$ cat config.mk
export PLATFORM = sky130hd
export DESIGN_NAME = cdsf_top
export DESIGN_NICKNAME = d
export VERILOG_FILES = /design/src/logic/cdsf_pkg.sv /design/src/logic/cdsf_top.sv
export VERILOG_INCLUDE_DIRS = /design/src /design/src/logic
export SDC_FILE = /design/constraint.sdc
export NUM_CORES = 1
export LEC_CHECK = 0
export BUFFER_PORTS_ARGS = -buffer_cell sky130_fd_sc_hd__buf_4
export CAP_MARGIN = 20
export CORE_ASPECT_RATIO = 1.75
export CORE_MARGIN = 4
export CORE_UTILIZATION = 39
export CTS_CLUSTER_DIAMETER = 30
export DETAILED_ROUTE_END_ITERATION = 10
export GPL_ROUTABILITY_DRIVEN = 0
export PLACE_DENSITY = 0.63
export SLEW_MARGIN = 30
export SYNTH_ARGS = -nofsm -noshare
export SYNTH_HDL_FRONTEND = slang
export SYNTH_SLANG_ARGS = --single-unit
$ cat constraint.sdc
create_clock -name mclk -period 5.1 [get_ports mclk]
set_input_delay 0.51 -clock mclk [delete_from_list [all_inputs] [get_ports mclk]]
set_output_delay 0.51 -clock mclk [all_outputs]
set_load 0.005 [all_outputs]
$ cat src/logic/cdsf_map.svh
// register offsets, field positions and reset values of the crypto dma status block
`ifndef CDSF_MAP_SVH
`define CDSF_MAP_SVH
// byte offsets on the register bus
`define CDSF_OFF_STATUS   8'h00
`define CDSF_OFF_HEADER_SKIP_COUNT   8'h04
`define CDSF_OFF_TRLLEN   8'h08
`define CDSF_OFF_IRQSTAT  8'h0C
`define CDSF_OFF_IRQMASK  8'h10
// status word field positions
`define CDSF_MODE_LSB     29
`define CDSF_OP_LSB       26
`define CDSF_PHASE_LSB    24
`define CDSF_STATE_LSB    18
`define CDSF_START_BIT    17
// reset values
`define CDSF_LEN_RST      8'h00
`define CDSF_IRQ_RST      2'h0
// operation codes that may be reported
`define CDSF_OP_ENC       3'h1
`define CDSF_OP_DEC       3'h2
`define CDSF_OP_AUTH      3'h4
`endif

$ cat src/logic/cdsf_pkg.sv
// types of the crypto dma status and framing block
package cdsf_pkg;
  // descriptor processor states, in the order of their status codes
  typedef enum logic [3:0] {
    BDP_IDLE, BDP_FETCH_PEND, BDP_LOADING, BDP_DATA, BDP_DONE, BDP_FETCH_OFF, BDP_SA_FETCH
  } cdsf_bdp_state_t;
  // framing position inside one packet on the destination side
  typedef enum logic [1:0] {
    FR_HEAD, FR_BODY, FR_TAIL
  } cdsf_frame_t;
endpackage : cdsf_pkg

$ cat src/logic/cdsf_top.sv
// status word, packet framing and register slave of the crypto engine dma
`timescale 1ns/1ps
`default_nettype none
`include "cdsf_map.svh"

module cdsf_top
  import cdsf_pkg::*;
(
  input  wire logic                    mclk,
  input  wire logic                    rst,
  // ahb-lite slave
  input  wire logic                    hsel,
  input  wire logic [7:0]              haddr,
  input  wire logic [1:0]              htrans,
  input  wire logic                    hwrite,
  input  wire logic [2:0]              hsize,
  input  wire logic [31:0]             hwdata,
  input  wire logic                    hready,
  output logic      [31:0]             hrdata,
  output logic                         hreadyout,
  output logic                         hresp,
  // engine side events
  input  wire logic                    dma_start,
  input  wire logic                    fault_detect,
  input  wire logic [2:0]              fault_context_mode,
  input  wire logic [2:0]              fault_operation,
  input  wire logic [1:0]              fault_dma_phase,
  input  wire cdsf_bdp_state_t         descriptor_processor_state,
  // destination stream framing
  input  wire logic                    pkt_start,
  input  wire logic                    pkt_end,
  input  wire logic                    loc_step,
  output logic                         loc_write_en,
  output logic                         loc_skip,
  output logic                         frame_busy,
  output logic                         irq
);
  import cdsf_pkg::*;

  // ==========================================================
  // bus address phase capture
  logic       ph_valid_reg;
  logic       ph_write_reg;
  logic [7:0] ph_addr_reg;
  logic       ph_rd_status;

  // single cycle slave: never inserts wait states, always okay
  assign hreadyout = 1'b1;
  assign hresp     = 1'b0;

  // latch a valid nonseq or seq address phase
  always_ff @(posedge mclk)
  begin
    if (rst)
    begin
      ph_valid_reg <= 1'b0;
      ph_write_reg <= 1'b0;
      ph_addr_reg  <= 8'h00;
    end
    else if (hready)
    begin
      ph_valid_reg <= hsel && htrans[1] && (hsize == 3'h2);
      ph_write_reg <= hwrite;
      ph_addr_reg  <= haddr;
    end
  end

  logic bus_wr;
  assign bus_wr       = ph_valid_reg && ph_write_reg;
  assign ph_rd_status = ph_valid_reg && !ph_write_reg && (ph_addr_reg == `CDSF_OFF_STATUS);

  // ==========================================================
  // length registers
  logic [7:0] header_skip_count_reg;
  logic [7:0] trailer_skip_count_reg;

  // only the low byte is stored, so upper write bits vanish
  always_ff @(posedge mclk)
  begin
    if (rst)
    begin
      header_skip_count_reg  <= `CDSF_LEN_RST;
      trailer_skip_count_reg <= `CDSF_LEN_RST;
    end
    else if (bus_wr)
    begin
      if (ph_addr_reg == `CDSF_OFF_HEADER_SKIP_COUNT)
        header_skip_count_reg <= hwdata[7:0];
      if (ph_addr_reg == `CDSF_OFF_TRLLEN)
        trailer_skip_count_reg <= hwdata[7:0];
    end
  end

  // ==========================================================
  // fault capture
  logic       fault_held_reg;
  logic [2:0] fault_mode_reg;
  logic [2:0] fault_op_reg;
  logic [1:0] fault_phase_reg;
  logic       op_legal;

  // reserved operation codes are never reported
  assign op_legal = (fault_operation == `CDSF_OP_ENC) || (fault_operation == `CDSF_OP_DEC)
                 || (fault_operation == `CDSF_OP_AUTH);

  // first error wins; later errors are dropped until software reads the status word
  always_ff @(posedge mclk)
  begin
    if (rst)
    begin
      fault_held_reg  <= 1'b0;
      fault_mode_reg  <= 3'h0;
      fault_op_reg    <= 3'h0;
      fault_phase_reg <= 2'h0;
    end
    else if (fault_detect && (!fault_held_reg || ph_rd_status))
    begin
      fault_held_reg  <= 1'b1;
      fault_mode_reg  <= fault_context_mode[2] ? 3'h0 : fault_context_mode;
      fault_op_reg    <= op_legal ? fault_operation : 3'h0;
      fault_phase_reg <= fault_dma_phase;
    end
    else if (ph_rd_status)
    begin
      fault_held_reg <= 1'b0;
    end
  end

  // ==========================================================
  // start flag and live state
  logic            started_reg;
  cdsf_bdp_state_t bdp_state_reg;

  // the start bit stays until reset; state is registered to keep reads glitch free
  always_ff @(posedge mclk)
  begin
    if (rst)
    begin
      started_reg   <= 1'b0;
      bdp_state_reg <= BDP_IDLE;
    end
    else
    begin
      if (dma_start)
        started_reg <= 1'b1;
      bdp_state_reg <= (descriptor_processor_state > BDP_SA_FETCH) ? BDP_IDLE
                     : descriptor_processor_state;
    end
  end

  logic [31:0] crypto_engine_status;
  always_comb
  begin
    crypto_engine_status = 32'h0000_0000;
    crypto_engine_status[`CDSF_MODE_LSB +: 3]  = fault_mode_reg;
    crypto_engine_status[`CDSF_OP_LSB +: 3]    = fault_op_reg;
    crypto_engine_status[`CDSF_PHASE_LSB +: 2] = fault_phase_reg;
    crypto_engine_status[`CDSF_STATE_LSB +: 4] = bdp_state_reg;
    crypto_engine_status[`CDSF_START_BIT]      = started_reg;
  end

  // ==========================================================
  // packet framing
  cdsf_frame_t frame_reg;
  logic [7:0]  skip_left_reg;

  // the header skip count is sampled at packet start and the trailer count at packet end, so a write cannot tear a running skip
  always_ff @(posedge mclk)
  begin
    if (rst)
    begin
      frame_reg     <= FR_HEAD;
      skip_left_reg <= 8'h00;
    end
    else
    begin
      case (frame_reg)
        FR_HEAD:
        begin
          if (pkt_start)
          begin
            skip_left_reg <= header_skip_count_reg;
            frame_reg     <= FR_BODY;
          end
        end
        FR_BODY:
        begin
          if (loc_step && skip_left_reg != 8'h00)
            skip_left_reg <= skip_left_reg - 8'h01;
          else if (pkt_end)
          begin
            skip_left_reg <= trailer_skip_count_reg;
            frame_reg     <= FR_TAIL;
          end
        end
        FR_TAIL:
        begin
          if (skip_left_reg == 8'h00)
            frame_reg <= FR_HEAD;
          else if (loc_step)
            skip_left_reg <= skip_left_reg - 8'h01;
        end
        default:
          frame_reg <= FR_HEAD;
      endcase
    end
  end

  // a step while skipping advances the address without writing
  assign loc_skip     = loc_step && (skip_left_reg != 8'h00)
                     && (frame_reg != FR_HEAD);
  assign loc_write_en = loc_step && (frame_reg == FR_BODY) && (skip_left_reg == 8'h00);
  assign frame_busy   = (frame_reg != FR_HEAD);

  // ==========================================================
  // interrupts: bit0 fault detected, bit1 dma start
  logic [1:0] irq_stat_reg;
  logic [1:0] irq_mask_reg;
  logic [1:0] irq_evt;
  logic [1:0] irq_clr;

  assign irq_evt = {dma_start, fault_detect};
  assign irq_clr = (bus_wr && ph_addr_reg == `CDSF_OFF_IRQSTAT) ? hwdata[1:0] : 2'h0;

  // set beats a simultaneous write-one clear
  always_ff @(posedge mclk)
  begin
    if (rst)
    begin
      irq_stat_reg <= `CDSF_IRQ_RST;
      irq_mask_reg <= `CDSF_IRQ_RST;
    end
    else
    begin
      irq_stat_reg <= (irq_stat_reg & ~irq_clr) | irq_evt;
      if (bus_wr && ph_addr_reg == `CDSF_OFF_IRQMASK)
        irq_mask_reg <= hwdata[1:0];
    end
  end

  assign irq = |(irq_stat_reg & irq_mask_reg);

  // ==========================================================
  // read data mux, registered? no: data phase returns held registers directly
  always_comb
  begin
    hrdata = 32'h0000_0000;
    if (ph_valid_reg && !ph_write_reg)
    begin
      case (ph_addr_reg)
        `CDSF_OFF_STATUS:  hrdata = crypto_engine_status;
        `CDSF_OFF_HEADER_SKIP_COUNT:  hrdata = {24'h00_0000, header_skip_count_reg};
        `CDSF_OFF_TRLLEN:  hrdata = {24'h00_0000, trailer_skip_count_reg};
        `CDSF_OFF_IRQSTAT: hrdata = {30'h0000_0000, irq_stat_reg};
        `CDSF_OFF_IRQMASK: hrdata = {30'h0000_0000, irq_mask_reg};
        default:           hrdata = 32'h0000_0000;
      endcase
    end
  end

endmodule : cdsf_top
`default_nettype wire

; ---- Word-level counts from Yosys, hierarchy flattened
; Index checks and enable logic that the tools add are counted.
[totals]
reg_bits = 54
input_bits = 67
wordCells = 86
[op_classes]
add_sub_neg = 1
order_cmp = 1
n_eq_ne = 17
mux = 18
bitwise = 4
reduce_logical = 30
[op_table]
columns = op, n
row1 = case mux 32 bit (5 select lines), 1
row2 = two-way mux 8 bit, 5
row3 = two-way mux 32 bit, 1
row4 = case mux 8 bit (3 select lines), 1
row5 = == test 8 x 4 -> 1 bit (second input constant), 2
row6 = logical NOT 8 bit, 2
row7 = logical AND 1 bit, 12
row8 = two-way mux 2 bit, 6
row9 = != test 2 bit (second input constant), 6
row10 = == test 8 x 3 -> 1 bit (second input constant), 1
row11 = == test 8 x 5 -> 1 bit (second input constant), 1
row12 = nonzero test 8 bit, 1
row13 = subtractor 8 x 1 -> 8 bit (second input constant), 1
row14 = == test 3 x 2 -> 1 bit (second input constant), 2
row15 = case mux 2 bit (3 select lines), 1
row16 = AND reduction 5 bit, 1
row17 = bitwise AND 2 bit, 2
row18 = greater-than comparator 4 x 3 -> 1 bit (second input constant), 1
row19 = AND reduction 2 bit, 2
row20 = AND reduction 4 bit, 1
row21 = nonzero test 2 bit, 2
row22 = OR reduction 2 bit, 2
row23 = == test 3 x 1 -> 1 bit (second input constant), 1
row24 = == test 3 bit (second input constant), 1
row25 = 11 further kinds, 15

; ---- Depth between registers and ports, before layout
; Gate-level depths: netlist (run 1).
[logic_depth]
depth_word = 6
depth_mapped = 8
ltp_nobuf = 7

; ---- Least setup slack after synthesis (run 1)
; Ideal clock, no wire load.
[synth_path]
path_kind = reg2out
startpoint = register ph_addr_reg[0]
endpoint = output hrdata[2]
t_arrival_ns = 1.542
setup_slack_ns = 3.048
stages_incl_launch_ff = 6
path_buffers = 0
path_cell_list = dfxtp_1 -> nor3_1 -> nand2_1 -> nor3b_1 -> a22oi_1 -> nor2_1
[synth_via]
elab_chain_cells = 3
word_cells_on_any_way = 7
[synth_rtl]
columns = item, line
row1 = "start, declared", cdsf_top.sv:44  ; logic [7:0] ph_addr_reg;
row2 = "start signal, assigned", cdsf_top.sv:64  ; ph_addr_reg <= haddr;
row3 = == test 8 x 5 -> 1 bit (tied with other cells), cdsf_top.sv:250  ; case (ph_addr_reg)
row4 = case mux 32 bit (5 select lines) *, cdsf_top.sv:250
row5 = two-way mux 32 bit *, cdsf_top.sv:248  ; if (ph_valid_reg && !ph_write_reg)
row6 = "end, declared", cdsf_top.sv:19  ; output logic [31:0] hrdata,
; Mark *: on every way between the ends. The rest lies on a longest branch, timed or not.

; ---- Final worst setup path (run 1)
; Ends and elaborated chain as after synthesis.

==> results of run 1 <==
## power breakdown
| part | switching (mW) | total (mW) | internal, mW |
|---|---|---|---|
| clock network | 0.148 | 0.328 | 0.180 |
| registers | 0.0621 | 0.520 | 0.458 |
| logic | 0.409 | 0.730 | 0.321 |
| total | 0.619 | 1.58 | 0.960 |
## final timing paths
check / to / start / slack [ps]
min: bdp_state_reg[2]$_SDFF_PP0_ / descriptor_processor_state[1] / 400
max reg2reg: skip_left_reg[4]$_SDFFE_PP0P_ / skip_left_reg[0]$_SDFFE_PP0P_ / 2610
max: hrdata[2] / ph_addr_reg[0]$_SDFFE_PP0P_ / 2140
min reg2reg: fault_op_reg[1]$_SDFFE_PP0P_ / fault_op_reg[1]$_SDFFE_PP0P_ / 450
## synthesized netlist by cell type (2+ instances only)
master     number  share of area
o21bai_1        2         0.0052
and2_1         12          0.026
a21oi_1        15          0.026
nor2_1         57          0.075
or4b_1          4          0.014
nor3b_1         3         0.0078
mux2_2          2         0.0078
nand4_1         2         0.0044
buf_4          14          0.037
a31oi_1         3         0.0065
or2_2           2         0.0044
nand2b_1        3         0.0065
o211ai_1        2         0.0052
xnor2_1         4          0.012
a311oi_1        2         0.0061
clkbuf_1       14          0.018
dfxtp_1        53           0.37
o2bb2ai_1       2         0.0061
buf_1           3         0.0039
a22oi_1         8          0.021
or3b_1          2         0.0061
buf_2           2         0.0035
nor3_1          8          0.014
o41ai_1         5          0.015
nand3_1        10          0.017
nor2b_1         3         0.0065
nand2_1        20          0.026
o21ai_0         4         0.0070
ha_1            5          0.022
mux2i_1        32           0.11
inv_1          10          0.013
a221oi_1        4          0.012
conb_1          2         0.0026
nand3b_1        2         0.0052
a211oi_1        3         0.0078
a22o_1          2         0.0061
## through the flow
step / power (mW) / hold WS, ps
finish: 1.58 / 404
global route: 1.70 / 394
CTS: 1.60 / 393
detailed placement: 1.26 / 440
global placement: 1.24 / 434
floorplan: 1.09 / 427
## cells by family after synthesis
kind of cell | count (synthesis) | synth area share
xor gates and xnor gates | 5 | 0.0152
and+or+nand+nor | 138 | 0.247
muxes | 34 | 0.119
adders and majority gates | 5 | 0.0218
DFF | 53 | 0.369
AOI/OAI and AO/OA | 59 | 0.146
other | 2 | 0.00262
buffers and inverters | 44 | 0.0793
## area by class of cell
cell class	count	area (um2)
well taps	86	108
repair buffers	66	493
flip-flops and latches	53	1060
multi-input cells	256	1630
clock buffers	5	125
fillers	761	3710
inverters	10	37.5
clock inverters	3	17.5
## routing by layer
metal | track usage | vias up | wire length [um]
li1 | - | 1269 | -
met3 | 0.0332 | 8 | 304
met5 | 0 | - | 0
met2 | 0.303 | 57 | 3850
met1 | 0.171 | 1203 | 2630
met4 | 0.0693 | 0 | 143
## worst max-delay path, stage by stage (launching register included)
cell     delay, ps
dfxtp_1        330
nor3_1         490
nand2_1        200
nor3b_1        670
a22oi_1        200
nor2_1         140
buf_4          130
==> run_results.csv, run 1 <==
group,metric,value,unit
floorplan,dieWidth,72.9,um
timing,finalCriticalPeriod,2960,ps
run,max_cap_viol_count,0,
logic_synthesis,ys_warn_count,0,
floorplan,start_util,0.400,
finish,post-route-util,0.484,
critical_path,path_max_fanout,6,
timing,hold_viol,0,
finish,nets,464,
clock_tree,cts_resized,0,
timing,finalSetupTns,0,ps
floorplan,die_h,122,um
drt,ant_nets,0,
timing,fin_worst_skew,3.09,ps
critical_path,crit_required,4590,ps
grt,grt_pass1_wl,11.5,mm
logic_synthesis,synth_edf_count,0,
logic_synthesis,netlist_area,2870,um2
placed_design,port_buffers,65,
pwr,power_density,454,nW/um2
placed_design,dp_hpwl,5.30,mm
clock_tree,clock-sinks,53,
drt,drc_errors,0,
floorplan,boundaryPins,105,
finish,synthToLayoutAreaGrowth,21.0,%
critical_path,worstSetupPathType,"reg -> out",
clock_tree,clkLatencyLatePin,290,ps
grt,grt.overflow.total,0,
placed_design,post-place-cells,471,
finish,antenna_cells,0,
placed_design,dp_slack,2480,ps
grt,antenna_found_initial,0,
drt,viasPerCell,5.30,
logic_synthesis,ys_ff_latch,53,
grt,grt_max_degree,53,
finish,layout_commonest_cell,"buf_4",
clock_tree,numCtsBuffers,5,
drt,wl_per_cell,14.5,um
timing,worst_slew_pin_slew,754,ps
run_status,status,"completed",
finish,stdcell_count,479,
drt,dr.first_iter.drc_count,174,
timing,rsz0062_at_grt,"no",
finish,drive_above_1_share,0.211,
logic_synthesis,avgSynthCellArea,8.45,um2
logic_synthesis,async_flop_share,0,
pwr,ir_worst_vdd,0.000252,V
drt,vias,2537,
logic_synthesis,synth.distinct_cells,55,
timing,finalSetupViolCount,0,
worst_hold_path,min_path_type,"in -> reg",
drt,firstDrtPassIters,5,
floorplan,die-area,8850,um2
timing,fmax,0.338,GHz
clock_tree,htreeDepth,2,
logic_synthesis,ys_seq_area_frac,0.369,
worst_hold_path,hold_depth,2,
pwr,p_leak,1.57,nW
floorplan,fp-row-count,41,
clock_tree,clock_path_buffers,2,
timing,slew_headroom,0.497,
logic_synthesis,synth_flop_cell,"dfxtp_1",
finish,final_cell_mix,"buf_4, nor2_1, dfxtp_1",
critical_path,start_kind,"register",
clock_tree,clk_pin_slew,70,ps
logic_synthesis,syn_inst,340,
timing,finalWorstSetupSlack,2140,ps
grt,grt_pass1_vias,2485,
critical_path,crit_path_end_kind,"output pin",
critical_path,rr_worst_depth,8,
placed_design,postPlaceCellArea,3330,um2
timing,final_max_slew_viol_count,0,
clock_tree,cts_tree,"built",
grt,grt.total_usage,0.163,
floorplan,core_area,7180,um2
drt,wirelength,6.92,mm
clock_tree,postCtsSetupBuffers,0,
clock_tree,root_buffer,"clkbuf_16",
critical_path,arrival,2450,ps
finish,design_area,3470,um2
clock_tree,cts-hold-fix-buffers,0,
timing,period_share,0.580,
Power figures use the tool's default switching activity.
==> inputs of run 2 (changes only) <==
ABC_AREA = 1   (was unset)
PLACE_DENSITY = 0.66   (was 0.63)
clock period = 2.4 ns   (was 5.1 ns; I/O delays follow)
==> run 2 against run 1 <==
Global-route usage is 0.70 points higher. Flip-flop and latch count stayed put. Final cell count is 26% higher. Core utilization is 0.85 points higher. Largest power group unchanged. First-iteration DRC count is 32% lower. Power is 120% higher. Via count is 13% higher. Count of clock-buffer cells in the layout is 3 higher.
==> run_results.csv, run 2 <==
group,metric,value,unit
run_status,status,"completed",
worst_hold_path,worstHoldStart,"descriptor_processor_state[2]",
logic_synthesis,synth_simple_gate_area_share,0.303,
logic_synthesis,synth-xor-area-share,0.00298,
critical_path,rr_worst_depth,8,
finish,antenna_cells,0,
critical_path,r2r_slack,660,ps
finish,post-route-util,0.492,
drt,drc_errors,0,
pwr,power_density,965,nW/um2
floorplan,core_area,7280,um2
clock_tree,htreeDepth,2,
finish,drive_above_1_share,0.170,
drt,wl_per_cell,12.0,um
critical_path,start_kind,"register",
drt,wirelength_met1,2.47,mm
critical_path,worstSetupPathType,"reg -> out",
clock_tree,clock-sinks,53,
clock_tree,postCtsSetupBuffers,0,
worst_hold_path,hold_depth,3,
placed_design,dp_hpwl,5.78,mm
clock_tree,root_buffer,"clkbuf_16",
floorplan,start_util,0.403,
drt,met3WireLength,369,um
timing,finalSetupViolCount,0,
floorplan,die_h,123,um
critical_path,arrival,1880,ps
timing,final_max_slew_viol_count,0,
finish,layout_commonest_cell,"nor2_1",
pwr,comb_power_share,0.489,
timing,fin_worst_skew,4.65,ps
logic_synthesis,post_synth_mux_area_share,0,
finish,nets,589,
run,max_cap_viol_count,0,
pwr,seq_power_share,0.312,
logic_synthesis,async_flop_share,0,
logic_synthesis,syn_inst,454,
worst_hold_path,whs_endpoint,"bdp_state_reg[2]$_SDFF_PP0_",
grt,grt_pass1_wl,11.9,mm
timing,finalSetupTns,0,ps
logic_synthesis,netlist_area,2940,um2
finish,final_cell_mix,"nor2_1, nand2_1, buf_4",
finish,stdcell_count,604,
grt,antenna_found_initial,0,
timing,rsz0062_at_grt,"no",
grt,grt.total_usage,0.170,
logic_synthesis,netlist.area_leader.share,0.361,
clock_tree,clkLatencyLatePin,290,ps
logic_synthesis,synth_common_cells,"nor2_1, nand2_1, inv_1, dfxtp_1, o21ai_0",
pwr,p_int,1.97,mW
timing,hold_viol,0,
logic_synthesis,synth_edf_count,0,
floorplan,die-area,9040,um2
critical_path,worstReg2RegStart,"ph_addr_reg[5]$_SDFFE_PP0P_",
drt,top_layer,"met4",
critical_path,crit_path_end_kind,"output pin",
logic_synthesis,synth.distinct_cells,34,
logic_synthesis,ys_warn_count,0,
placed_design,port_buffers,65,
timing,finalCriticalPeriod,2120,ps
pwr,ir_worst_vdd,0.000572,V
timing,period_share,0.882,
logic_synthesis,synth_compound_area_frac,0.166,
floorplan,fp-row-count,41,
drt,viasPerCell,4.74,
clock_tree,numCtsBuffers,5,
drt,wirelength,7.26,mm
grt,grt.overflow.total,0,
drt,dr_wl_met2,4.29,mm
logic_synthesis,synthAdderAreaFrac,0.0213,
logic_synthesis,synth_top_area_cell,"dfxtp_1",
clock_tree,cts_resized,0,
clock_tree,clk_pin_slew,60,ps
drt,ant_nets,0,
pwr,swShare,0.430,
logic_synthesis,synthTopCellsByArea,"dfxtp_1, nor2_1, nand2_1",
placed_design,post-place-cells,596,
logic_synthesis,ys_seq_area_frac,0.361,
clock_tree,cts-hold-fix-buffers,0,
grt,grt_pass1_vias,2785,
grt,grt_max_degree,30,
floorplan,dieWidth,73.6,um
drt,dr.first_iter.drc_count,119,
logic_synthesis,avgSynthCellArea,6.47,um2
drt,vias,2861,
critical_path,path_max_fanout,8,
pwr,p_switching,1.49,mW
timing,fmax,0.472,GHz
floorplan,boundaryPins,105,
critical_path,crit_required,2160,ps
finish,synthToLayoutAreaGrowth,22.0,%
pwr,clockPowerShare,0.199,
logic_synthesis,synth_top_family_by_area,"simple AND/OR/NAND/NOR gates",
clock_tree,cts_tree,"built",
worst_hold_path,min_path_type,"in -> reg",
drt,firstDrtPassIters,4,
logic_synthesis,ys_ff_latch,53,
pwr,p_leak,1.66,nW
logic_synthesis,yosysMostFrequentCell,"nor2_1",
clock_tree,clock_path_buffers,2,
logic_synthesis,synth_flop_cell,"dfxtp_1",
critical_path,r2r-end,"trailer_skip_count_reg[5]$_SDFFE_PP0P_",
-- run 2: cell types whose count changed after synthesis, sizes merged, moves of 5 or more --
cell and delta:
nand2 +65, clkbuf -7, nand3 +11, o21ai +38, mux2i -32, and2 -14
o41ai -5, nor2 +39, a21oi +23, a22oi -8, nor3 -5, inv +56
-- run 2: cell families (layout without fill, tap and decap cells) --
group           after synthesis  count (layout)
flops                        53              53
other cells                   2              15
simple gates                212             212
compound gates               89              89
fa+ha+maj                     5               5
xor+xnor                      1               1
buf+inv                      92             143
-- run 2: area by class of cell --
class	instances	area, um2
Fill cell	825	3700
Multi-Input combinational cell	322	1510
Sequential cell	53	1060
Inverter	67	256
Clock buffer	8	136
Timing Repair Buffer	68	510
Tap cell	86	108
-- run 2: per-stage QoR --
step	setup WS, ps	area, um2	hold WS (ps)	power (mW)
final	282	3580	140	3.46
after floorplan	856	2990	338	2.42
after global routing	49.5	3580	151	3.80
after detailed placement	406	3440	436	2.79
after global placement	410	3440	439	2.77
after CTS	76.5	3580	129	3.49
-- run 2: metal layers --
metal / track usage / vias up
met4: 0.0669 / 0
met3: 0.0377 / 9
met5: 0 / -
met1: 0.151 / 1265
li1: - / 1520
met2: 0.346 / 67
-- run 2: worst max-delay path: stages (launching register included) --
cell	delay, ps
dfxtp_1	310
nor2_1	100
nand2_1	80
nor2_2	150
nand4_1	220
nand3_1	150
nand3_2	200
a21oi_1	230
buf_4	140
-- run 2: worst max path at each step --
stage / cells past startpoint / endpoint / start / slack (ps)
finish: 8 / hrdata[5] / ph_addr_reg[5]$_SDFFE_PP0P_ / 280
floorplan: 11 / skip_left_reg[7]$_SDFFE_PP0P_ / frame_reg[1]$_SDFFE_PP0P_ / 860
global placement: 8 / hrdata[5] / ph_addr_reg[5]$_SDFFE_PP0P_ / 410
CTS: 8 / hrdata[5] / ph_addr_reg[5]$_SDFFE_PP0P_ / 80
global route: 10 / hrdata[1] / ph_addr_reg[5]$_SDFFE_PP0P_ / 50
detailed placement: 8 / hrdata[5] / ph_addr_reg[5]$_SDFFE_PP0P_ / 410
-- run 2: power by group through the flow --
stage	registers, mW	logic, mW	clock network, mW
detailed placement	1.10	1.69	0
floorplan	1.07	1.35	0
global route	1.09	1.97	0.744
global placement	1.09	1.67	0
CTS	1.08	1.70	0.714
finish	1.08	1.69	0.689
